<file path="src/gpcm_consts.svh">
// register offsets, field positions and reset values of the spare-bit / clkout-select bank
`ifndef GPCM_CONSTS_SVH
`define GPCM_CONSTS_SVH

`define GPCM_ADDR_W 8
`define GPCM_DATA_W 8
`define GPCM_OFS_SPARE 8'h11
`define GPCM_OFS_CLK_SEL 8'h12
`define GPCM_SPARE_MSB 6
`define GPCM_SEL_MSB 3
`define GPCM_SEL_EVENT 3
`define GPCM_SEL_ALARM 2
`define GPCM_SEL_COUNTDOWN 1
`define GPCM_SEL_TICK 0
`define GPCM_SPARE_RESET 7'h00
`define GPCM_SEL_RESET 4'h0
`define GPCM_SEL_ALL 4'hf
`define GPCM_RDATA_RESET 8'h00

`endif

</file>
<file path="src/gpcm_pkg.sv">
// types shared by the spare-bit / clkout-select bank
`include "gpcm_consts.svh"

package gpcm_pkg;
  typedef logic [`GPCM_DATA_W-1:0] gpcm_byte_t;
  typedef logic [`GPCM_ADDR_W-1:0] gpcm_addr_t;
  typedef logic [`GPCM_SPARE_MSB:0] gpcm_spare_t;
  typedef logic [`GPCM_SEL_MSB:0] gpcm_sel_t;
endpackage

</file>
<file path="src/gpcm_trig_if.sv">
// select mask, interrupt levels and clock output request between bank and trigger
`timescale 1ns/1ps
`include "gpcm_consts.svh"

interface gpcm_trig_if;
  logic [`GPCM_SEL_MSB:0] select;
  logic [`GPCM_SEL_MSB:0] irq;
  logic req;
  modport bank (output select, output irq, input req);
  modport trig (input select, input irq, output req);
endinterface

</file>
<file path="src/gpcm_trigger.sv">
// combines selected interrupt levels into the registered clock output request
`timescale 1ns/1ps
`include "gpcm_consts.svh"

module gpcm_trigger
  import gpcm_pkg::*;
(
  input wire logic clk,
  input wire logic reset_n,
  gpcm_trig_if.trig tif
);

  logic req_q;
  logic req_d;

  // ----------------------------------------
  // or of every selected source
  // ----------------------------------------
  always_comb begin
    req_d = |(tif.select & tif.irq);
  end

  always_ff @(posedge clk or negedge reset_n) begin
    if (!reset_n) begin
      req_q <= 1'b0;
    end else begin
      req_q <= req_d;
    end
  end

  assign tif.req = req_q;

endmodule // gpcm_trigger

</file>
<file path="src/gpcm_regs.sv">
// spare storage bits and clock output interrupt select bank
// Behaviour
// - seven spare bits at positions 6:0, readable and writable, affecting nothing else
// - unimplemented bits read zero and ignore writes
// - reads always answered; writes dropped while password protection active
// - select register clears to zero at power-on
// - a select bit at one picks its interrupt as clock output trigger
// - any combination of select bits may be set together
// - select bit 3 picks the event interrupt
// - bit 2 alarm, bit 1 countdown, bit 0 tick update
`timescale 1ns/1ps
`include "gpcm_consts.svh"

module gpcm_regs
  import gpcm_pkg::*;
(
  input wire logic clk,
  input wire logic reset_n,
  input wire logic reg_wr_en,
  input wire logic reg_rd_en,
  input wire gpcm_addr_t reg_addr,
  input wire gpcm_byte_t reg_wdata,
  input wire logic write_protect,
  input wire logic event_irq_signal,
  input wire logic alarm_irq_signal,
  input wire logic countdown_irq_signal,
  input wire logic tick_update_irq_signal,
  output gpcm_byte_t reg_rdata,
  output logic reg_rd_valid,
  output gpcm_spare_t spare_storage_bit,
  output logic clkout_on_event_select,
  output logic clkout_on_alarm_select,
  output logic clkout_on_countdown_select,
  output logic clkout_on_tick_update_select,
  output logic clkout_enable_req
);

  gpcm_spare_t spare_q;
  gpcm_spare_t spare_d;
  gpcm_sel_t sel_q;
  gpcm_sel_t sel_d;
  gpcm_byte_t rdata_q;
  gpcm_byte_t rdata_d;
  logic rd_valid_q;
  logic rd_valid_d;
  logic wr_ok;

  gpcm_trig_if tif ();

  // ----------------------------------------
  // register writes
  // ----------------------------------------
  always_comb begin
    wr_ok = reg_wr_en && !write_protect;
    spare_d = spare_q;
    sel_d = sel_q;
    if (wr_ok && reg_addr == `GPCM_OFS_SPARE) begin
      spare_d = reg_wdata[`GPCM_SPARE_MSB:0];
    end
    if (wr_ok && reg_addr == `GPCM_OFS_CLK_SEL) begin
      sel_d = reg_wdata[`GPCM_SEL_MSB:0];
    end
  end

  always_ff @(posedge clk or negedge reset_n) begin
    if (!reset_n) begin
      spare_q <= `GPCM_SPARE_RESET;
      sel_q <= `GPCM_SEL_RESET;
    end else begin
      spare_q <= spare_d;
      sel_q <= sel_d;
    end
  end

  // ----------------------------------------
  // register reads
  // ----------------------------------------
  always_comb begin
    rd_valid_d = reg_rd_en;
    rdata_d = `GPCM_RDATA_RESET;
    if (reg_rd_en) begin
      case (reg_addr)
        `GPCM_OFS_SPARE: begin
          rdata_d = {1'b0, spare_q};
        end
        `GPCM_OFS_CLK_SEL: begin
          rdata_d = {4'h0, sel_q};
        end
        default: begin
          rdata_d = `GPCM_RDATA_RESET;
        end
      endcase
    end
  end

  always_ff @(posedge clk or negedge reset_n) begin
    if (!reset_n) begin
      rdata_q <= `GPCM_RDATA_RESET;
      rd_valid_q <= 1'b0;
    end else begin
      rdata_q <= rdata_d;
      rd_valid_q <= rd_valid_d;
    end
  end

  // ----------------------------------------
  // trigger sources
  // ----------------------------------------
  assign tif.select = sel_q;
  assign tif.irq[`GPCM_SEL_EVENT] = event_irq_signal;
  assign tif.irq[`GPCM_SEL_ALARM] = alarm_irq_signal;
  assign tif.irq[`GPCM_SEL_COUNTDOWN] = countdown_irq_signal;
  assign tif.irq[`GPCM_SEL_TICK] = tick_update_irq_signal;

  gpcm_trigger u_trigger (
    .clk(clk),
    .reset_n(reset_n),
    .tif(tif.trig)
  );

  // ----------------------------------------
  // outputs
  // ----------------------------------------
  assign reg_rdata = rdata_q;
  assign reg_rd_valid = rd_valid_q;
  assign spare_storage_bit = spare_q;
  assign clkout_on_event_select = sel_q[`GPCM_SEL_EVENT];
  assign clkout_on_alarm_select = sel_q[`GPCM_SEL_ALARM];
  assign clkout_on_countdown_select = sel_q[`GPCM_SEL_COUNTDOWN];
  assign clkout_on_tick_update_select = sel_q[`GPCM_SEL_TICK];
  assign clkout_enable_req = tif.req;

  // ----------------------------------------
  // assertions
  // ----------------------------------------
  a_spare_write: assert property (@(posedge clk) disable iff (!reset_n)
    reg_wr_en && !write_protect && reg_addr == `GPCM_OFS_SPARE
    |=> spare_storage_bit == $past(reg_wdata[`GPCM_SPARE_MSB:0]))
    else $error("spare bits did not take the written value");

  a_sel_write: assert property (@(posedge clk) disable iff (!reset_n)
    reg_wr_en && !write_protect && reg_addr == `GPCM_OFS_CLK_SEL
    |=> sel_q == $past(reg_wdata[`GPCM_SEL_MSB:0]))
    else $error("select register did not take the written value");

  a_spare_isolated: assert property (@(posedge clk) disable iff (!reset_n)
    reg_wr_en && reg_addr == `GPCM_OFS_SPARE |=> $stable(sel_q))
    else $error("spare bit write changed the select register");

  a_unmapped_ignored: assert property (@(posedge clk) disable iff (!reset_n)
    reg_wr_en && reg_addr != `GPCM_OFS_SPARE && reg_addr != `GPCM_OFS_CLK_SEL
    |=> $stable(spare_q) && $stable(sel_q))
    else $error("write to an unmapped address changed a register");

  a_protect_blocks: assert property (@(posedge clk) disable iff (!reset_n)
    reg_wr_en && write_protect |=> $stable(spare_q) && $stable(sel_q))
    else $error("protected write changed a register");

  a_read_answer: assert property (@(posedge clk) disable iff (!reset_n)
    reg_rd_en |=> reg_rd_valid)
    else $error("read not answered");

  a_protect_read: assert property (@(posedge clk) disable iff (!reset_n)
    reg_rd_en && write_protect |=> reg_rd_valid)
    else $error("read not answered under write protection");

  a_read_idle: assert property (@(posedge clk) disable iff (!reset_n)
    !reg_rd_en |=> !reg_rd_valid && reg_rdata == `GPCM_RDATA_RESET)
    else $error("read answer shown without a read");

  a_spare_readback: assert property (@(posedge clk) disable iff (!reset_n)
    reg_rd_en && reg_addr == `GPCM_OFS_SPARE
    |=> reg_rdata == {1'b0, $past(spare_q)})
    else $error("spare bit readback wrong");

  a_sel_readback: assert property (@(posedge clk) disable iff (!reset_n)
    reg_rd_en && reg_addr == `GPCM_OFS_CLK_SEL
    |=> reg_rdata == {4'h0, $past(sel_q)})
    else $error("select readback wrong");

  a_req_or: assert property (@(posedge clk) disable iff (!reset_n)
    ##1 clkout_enable_req == |($past(sel_q) & $past(tif.irq)))
    else $error("clock output request not the or of selected sources");

  a_event_trigger: assert property (@(posedge clk) disable iff (!reset_n)
    sel_q[`GPCM_SEL_EVENT] && event_irq_signal |=> clkout_enable_req)
    else $error("selected event interrupt did not request clock output");

  a_alarm_trigger: assert property (@(posedge clk) disable iff (!reset_n)
    sel_q[`GPCM_SEL_ALARM] && alarm_irq_signal |=> clkout_enable_req)
    else $error("selected alarm interrupt did not request clock output");

  a_countdown_trigger: assert property (@(posedge clk) disable iff (!reset_n)
    sel_q[`GPCM_SEL_COUNTDOWN] && countdown_irq_signal |=> clkout_enable_req)
    else $error("selected countdown interrupt did not request clock output");

  a_tick_trigger: assert property (@(posedge clk) disable iff (!reset_n)
    sel_q[`GPCM_SEL_TICK] && tick_update_irq_signal |=> clkout_enable_req)
    else $error("selected tick update interrupt did not request clock output");

  a_unselected_quiet: assert property (@(posedge clk) disable iff (!reset_n)
    sel_q == `GPCM_SEL_RESET |=> !clkout_enable_req)
    else $error("request raised with nothing selected");

  a_masked_quiet: assert property (@(posedge clk) disable iff (!reset_n)
    (sel_q & {event_irq_signal, alarm_irq_signal,
        countdown_irq_signal, tick_update_irq_signal}) == `GPCM_SEL_RESET
    |=> !clkout_enable_req)
    else $error("request raised by an unselected interrupt");

  // ----------------------------------------
  // cover points
  // ----------------------------------------
  c_spare_write: cover property (@(posedge clk) disable iff (!reset_n)
    reg_wr_en && !write_protect && reg_addr == `GPCM_OFS_SPARE);

  c_protected_write: cover property (@(posedge clk) disable iff (!reset_n)
    reg_wr_en && write_protect && reg_addr == `GPCM_OFS_CLK_SEL);

  c_multi_select: cover property (@(posedge clk) disable iff (!reset_n)
    sel_q == `GPCM_SEL_ALL ##1 clkout_enable_req);

  c_event_request: cover property (@(posedge clk) disable iff (!reset_n)
    sel_q[`GPCM_SEL_EVENT] && event_irq_signal ##1 clkout_enable_req);

  c_unmapped_read: cover property (@(posedge clk) disable iff (!reset_n)
    reg_rd_en && reg_addr != `GPCM_OFS_SPARE && reg_addr != `GPCM_OFS_CLK_SEL);

endmodule // gpcm_regs

</file>
<file path="config.mk">
export PLATFORM = sky130hd
export DESIGN_NAME = gpcm_regs
export DESIGN_NICKNAME = d
export VERILOG_FILES = /design/src/gpcm_pkg.sv /design/src/gpcm_trig_if.sv /design/src/gpcm_trigger.sv /design/src/gpcm_regs.sv
export VERILOG_INCLUDE_DIRS = /design/src
export SDC_FILE = /design/constraint.sdc
export NUM_CORES = 1
export LEC_CHECK = 0
export ABC_CLOCK_PERIOD_IN_PS = 2050
export BUFFER_PORTS_ARGS = -buffer_cell sky130_fd_sc_hd__buf_2
export CAP_MARGIN = 15
export CORE_UTILIZATION = 34
export DETAILED_ROUTE_END_ITERATION = 6
export HOLD_SLACK_MARGIN = 0.12
export RECOVER_POWER = 50
export SLEW_MARGIN = 25
export SYNTH_ARGS = -nofsm -noshare
export SYNTH_HDL_FRONTEND = slang
export SYNTH_SLANG_ARGS = --single-unit
</file>
<file path="constraint.sdc">
create_clock -name clk -period 2.05 [get_ports clk]
set_input_delay 0.1025 -clock clk [delete_from_list [all_inputs] [get_ports clk]]
set_output_delay 0.1025 -clock clk [all_outputs]
set_load 0.05 [all_outputs]
</file>
==> summary.txt <==
Die height: 50.7 µm
Setup TNS after final layout: 0 ns
Final min period: 1.92 ns
DRC violations left: 0
Ys flop type: dfrtp_1
Post-route clock period utilization: 93.9%
IO Port Bufs: 43
Hold_ws: 0.183 ns
Setup-failing EPs final: 0
Synthesized area: 806 µm²
Unique masters post-synth: 15
CTS tree: built
Share of cells above drive strength 1: 50.4%
Die area: 0.00257 mm²
MaxCap Viol Count: 0
HP Class: primary input to flip-flop
Wire per inst: 12.5 µm
Clk root buf: clkbuf_4
Clock power share: 25.6%
Initial core utilization: 36.1%
CP required: 2.24 ns
Clk sinks: 20
Remaining antenna violation count: 0
R2R depth: 4
Combinational fraction of design power: 15.5%
# IOs: 46
Crit-path max cell delay: 0.58 ns
Synth Register Bits: 20
Initial antenna violation count: 0
Gpl congestion: 0.686
Post-Syn Instances: 57
Worst EP arrival: 2.11 ns
Sw Pwr: 0.000178 W
Switching share of power: 25.7%
Total congestion overflow: 0
Lkg Pwr: 0.646 nW
Worst setup EP type: flip-flop
Core box area: 0.00223 mm²
Worst path most repeated cell: dlygate4sd3_1
R2R Path End: u_trigger.tif.req$_DFF_PN0_
Max Slew Vio Count: 0
Seq/Total Area, Yosys: 62.1%
Slew headroom: 31.0%
Post-synth ARST share: 100%
Die Wd: 50.7 µm
Net count, final: 140
Critical path class: flip-flop to flip-flop
CP max-delay cell: dlygate4sd3_1
CP max FO: 4
Vias post-DR: 662
DRT Wirelength: 1770 µm
Clock-pin transition on the worst setup and hold timing paths: 0.10 ns
Gr usage total: 15.8%
CTS buffer count: 3
Clock Skews: 0.00341 ns
VDD IR max: 489 µV
First-pass GRT wire length: 2880 µm
1st-iter DRT viols: 2
Cell Chain, Critical Path: a22oi_1 -> dlygate4sd3_1 -> nand2_1 -> dlygate4sd3_1
Dominant delay contributor by cell family on the critical path: buffers and inverters
Avg Cell Area, Syn: 14.1 µm²
Yosys top cell by area: dfrtp_1
Post-Syn Nets: 82
Worst-Skew Late Latency: 0.29 ns
Post-cts resize count: 0
CP startpoint kind: flip-flop
Unrepaired setup endpoints after global routing: no
R2R Setup Slk: 0.13 ns
Top-count cell post-synth: dfrtp_1
Hold Crit Start: reg_addr[2]
Yosys warnings: 0
Synth top area cells: dfrtp_1 62%, mux2_2 15%, a22oi_1 5.6%
Hold Path Sink: reg_rdata[1]$_DFF_PN0_
Most common library cells after synthesis: 20 x dfrtp_1, 11 x mux2_2, 6 x a22oi_1
F_max: 520 MHz
Filler cell count in the final layout: 225
Diode count: 0
Register share of total power: 58.8%
Clock tree buffer depth: 2
Post-synth EDFFs: 0
Post-layout util: 52.9%
Synth-to-layout area growth: 46.6%
Launching point of the worst reg2reg path: sel_q[2]$_DFFE_PN0P_
# H-tree levels: 1
Vias in the first global route: 682
DR pass1 iterations: 4
Slew @ Worst Pin: 1.04 ns
Vias per cell: 4.70
# rows: 17
Hold path cells: 4
Top cell type's share of synthesized area: 62.1%
Largest net degree at the start of global routing: 21
Pwr per Cell Area: 587 mW/mm²
Status: completed
Fin. Hold Viols: 0
P_int: 0.000515 W
CP bufs+invs: 2
## tightest hold or removal path: cells and delay by family
family / cells / cell delay, ns
buffers and inverters: 1 / 0.09
and+or+nand+nor: 3 / 0.24
## routing by layer
metal	vias to the layer above	wire, µm	track usage [%]	share of wire (%)
met3	4	95	2.12	5.4
met4	0	35	9.72	2.0
li1	318	-	-	-
met2	27	895	27.6	51
met5	-	0	0	0
met1	313	743	18.1	42
## metrics by stage
stage / cells / instance area [µm²] / setup slack, ns / total power [W]
after CTS: 141 / 1190 / 0.202 / 0.000698
final: 141 / 1180 / 0.125 / 0.000693
after global placement: 126 / 1040 / 0.656 / 0.000505
after floorplan: 57 / 806 / 1.01 / 0.000464
after detailed placement: 126 / 1040 / 0.635 / 0.000507
after global routing: 141 / 1180 / 0.0806 / 0.000725
## what timing repair did
item / 4_1_cts / 5_1_grt
endpoints found under the hold margin: 33 / 0
buffers inserted: 0 / 0
hold buffers: 12 / 0
## cell usage in the layout, fill, tap and decap left out
| cell type | count |
|---|---|
| dlygate4sd3_1 | 12 |
| nand2_1 | 1 |
| conb_1 | 1 |
| nand3_1 | 2 |
| dfrtp_1 | 20 |
| nor4b_2 | 1 |
| nand3_2 | 1 |
| clkbuf_1 | 4 |
| buf_2 | 39 |
| nor4b_4 | 1 |
| clkbuf_4 | 3 |
| and3_2 | 1 |
| a22oi_1 | 6 |
| nor2_1 | 5 |
| nor2b_1 | 2 |
| mux2_2 | 11 |
| and3_1 | 3 |
## power groups by stage
stage / Sequential [W] / Combinational, W / Clock, W
after floorplan: 0.000443 / 0.0000215 / 0
after global placement: 0.000415 / 0.0000900 / 0
after detailed placement: 0.000415 / 0.0000917 / 0
after CTS: 0.000407 / 0.000109 / 0.000181
after global routing: 0.000409 / 0.000116 / 0.000200
final: 0.000408 / 0.000108 / 0.000178
## logic make-up after synthesis
| family | Yosys count | share of synthesized area [%] |
|---|---|---|
| DFF | 20 | 62.1 |
| and+or+nand+nor | 17 | 14.9 |
| muxes | 11 | 15.4 |
| AOI/OAI and AO/OA | 6 | 5.59 |
| buffers and inverters | 2 | 1.55 |
| other | 1 | 0.465 |
## area by class of cell
cell class,count,area [µm²],area share [%]
Tap cell,28,35.0,2.97
Multi-Input combinational cell,35,293,24.8
Clock buffer,3,22.5,1.91
Timing Repair Buffer,55,330,28.0
Sequential cell,20,500,42.4
## sequential cells by signal, summed over array words and instances, names as in the netlist
signal	flops
reg_rd_valid	1
reg_rdata	7
sel_q	4
spare_storage_bit	7
u_trigger.tif.req	1
## worst max-delay path by stage
stage	startpoint	to	slack (ns)	depth (start not counted)
finish	sel_q[2]$_DFFE_PN0P_	u_trigger.tif.req$_DFF_PN0_	0.13	4
global route	sel_q[2]$_DFFE_PN0P_	u_trigger.tif.req$_DFF_PN0_	0.08	4
CTS	sel_q[2]$_DFFE_PN0P_	u_trigger.tif.req$_DFF_PN0_	0.20	4
detailed placement	reg_addr[0]	spare_storage_bit[0]$_DFFE_PN0P_	0.63	4
global placement	reg_addr[0]	spare_storage_bit[6]$_DFFE_PN0P_	0.66	4
floorplan	reg_addr[5]	spare_storage_bit[0]$_DFFE_PN0P_	1.01	3
(Power assumes the default switching activity.)
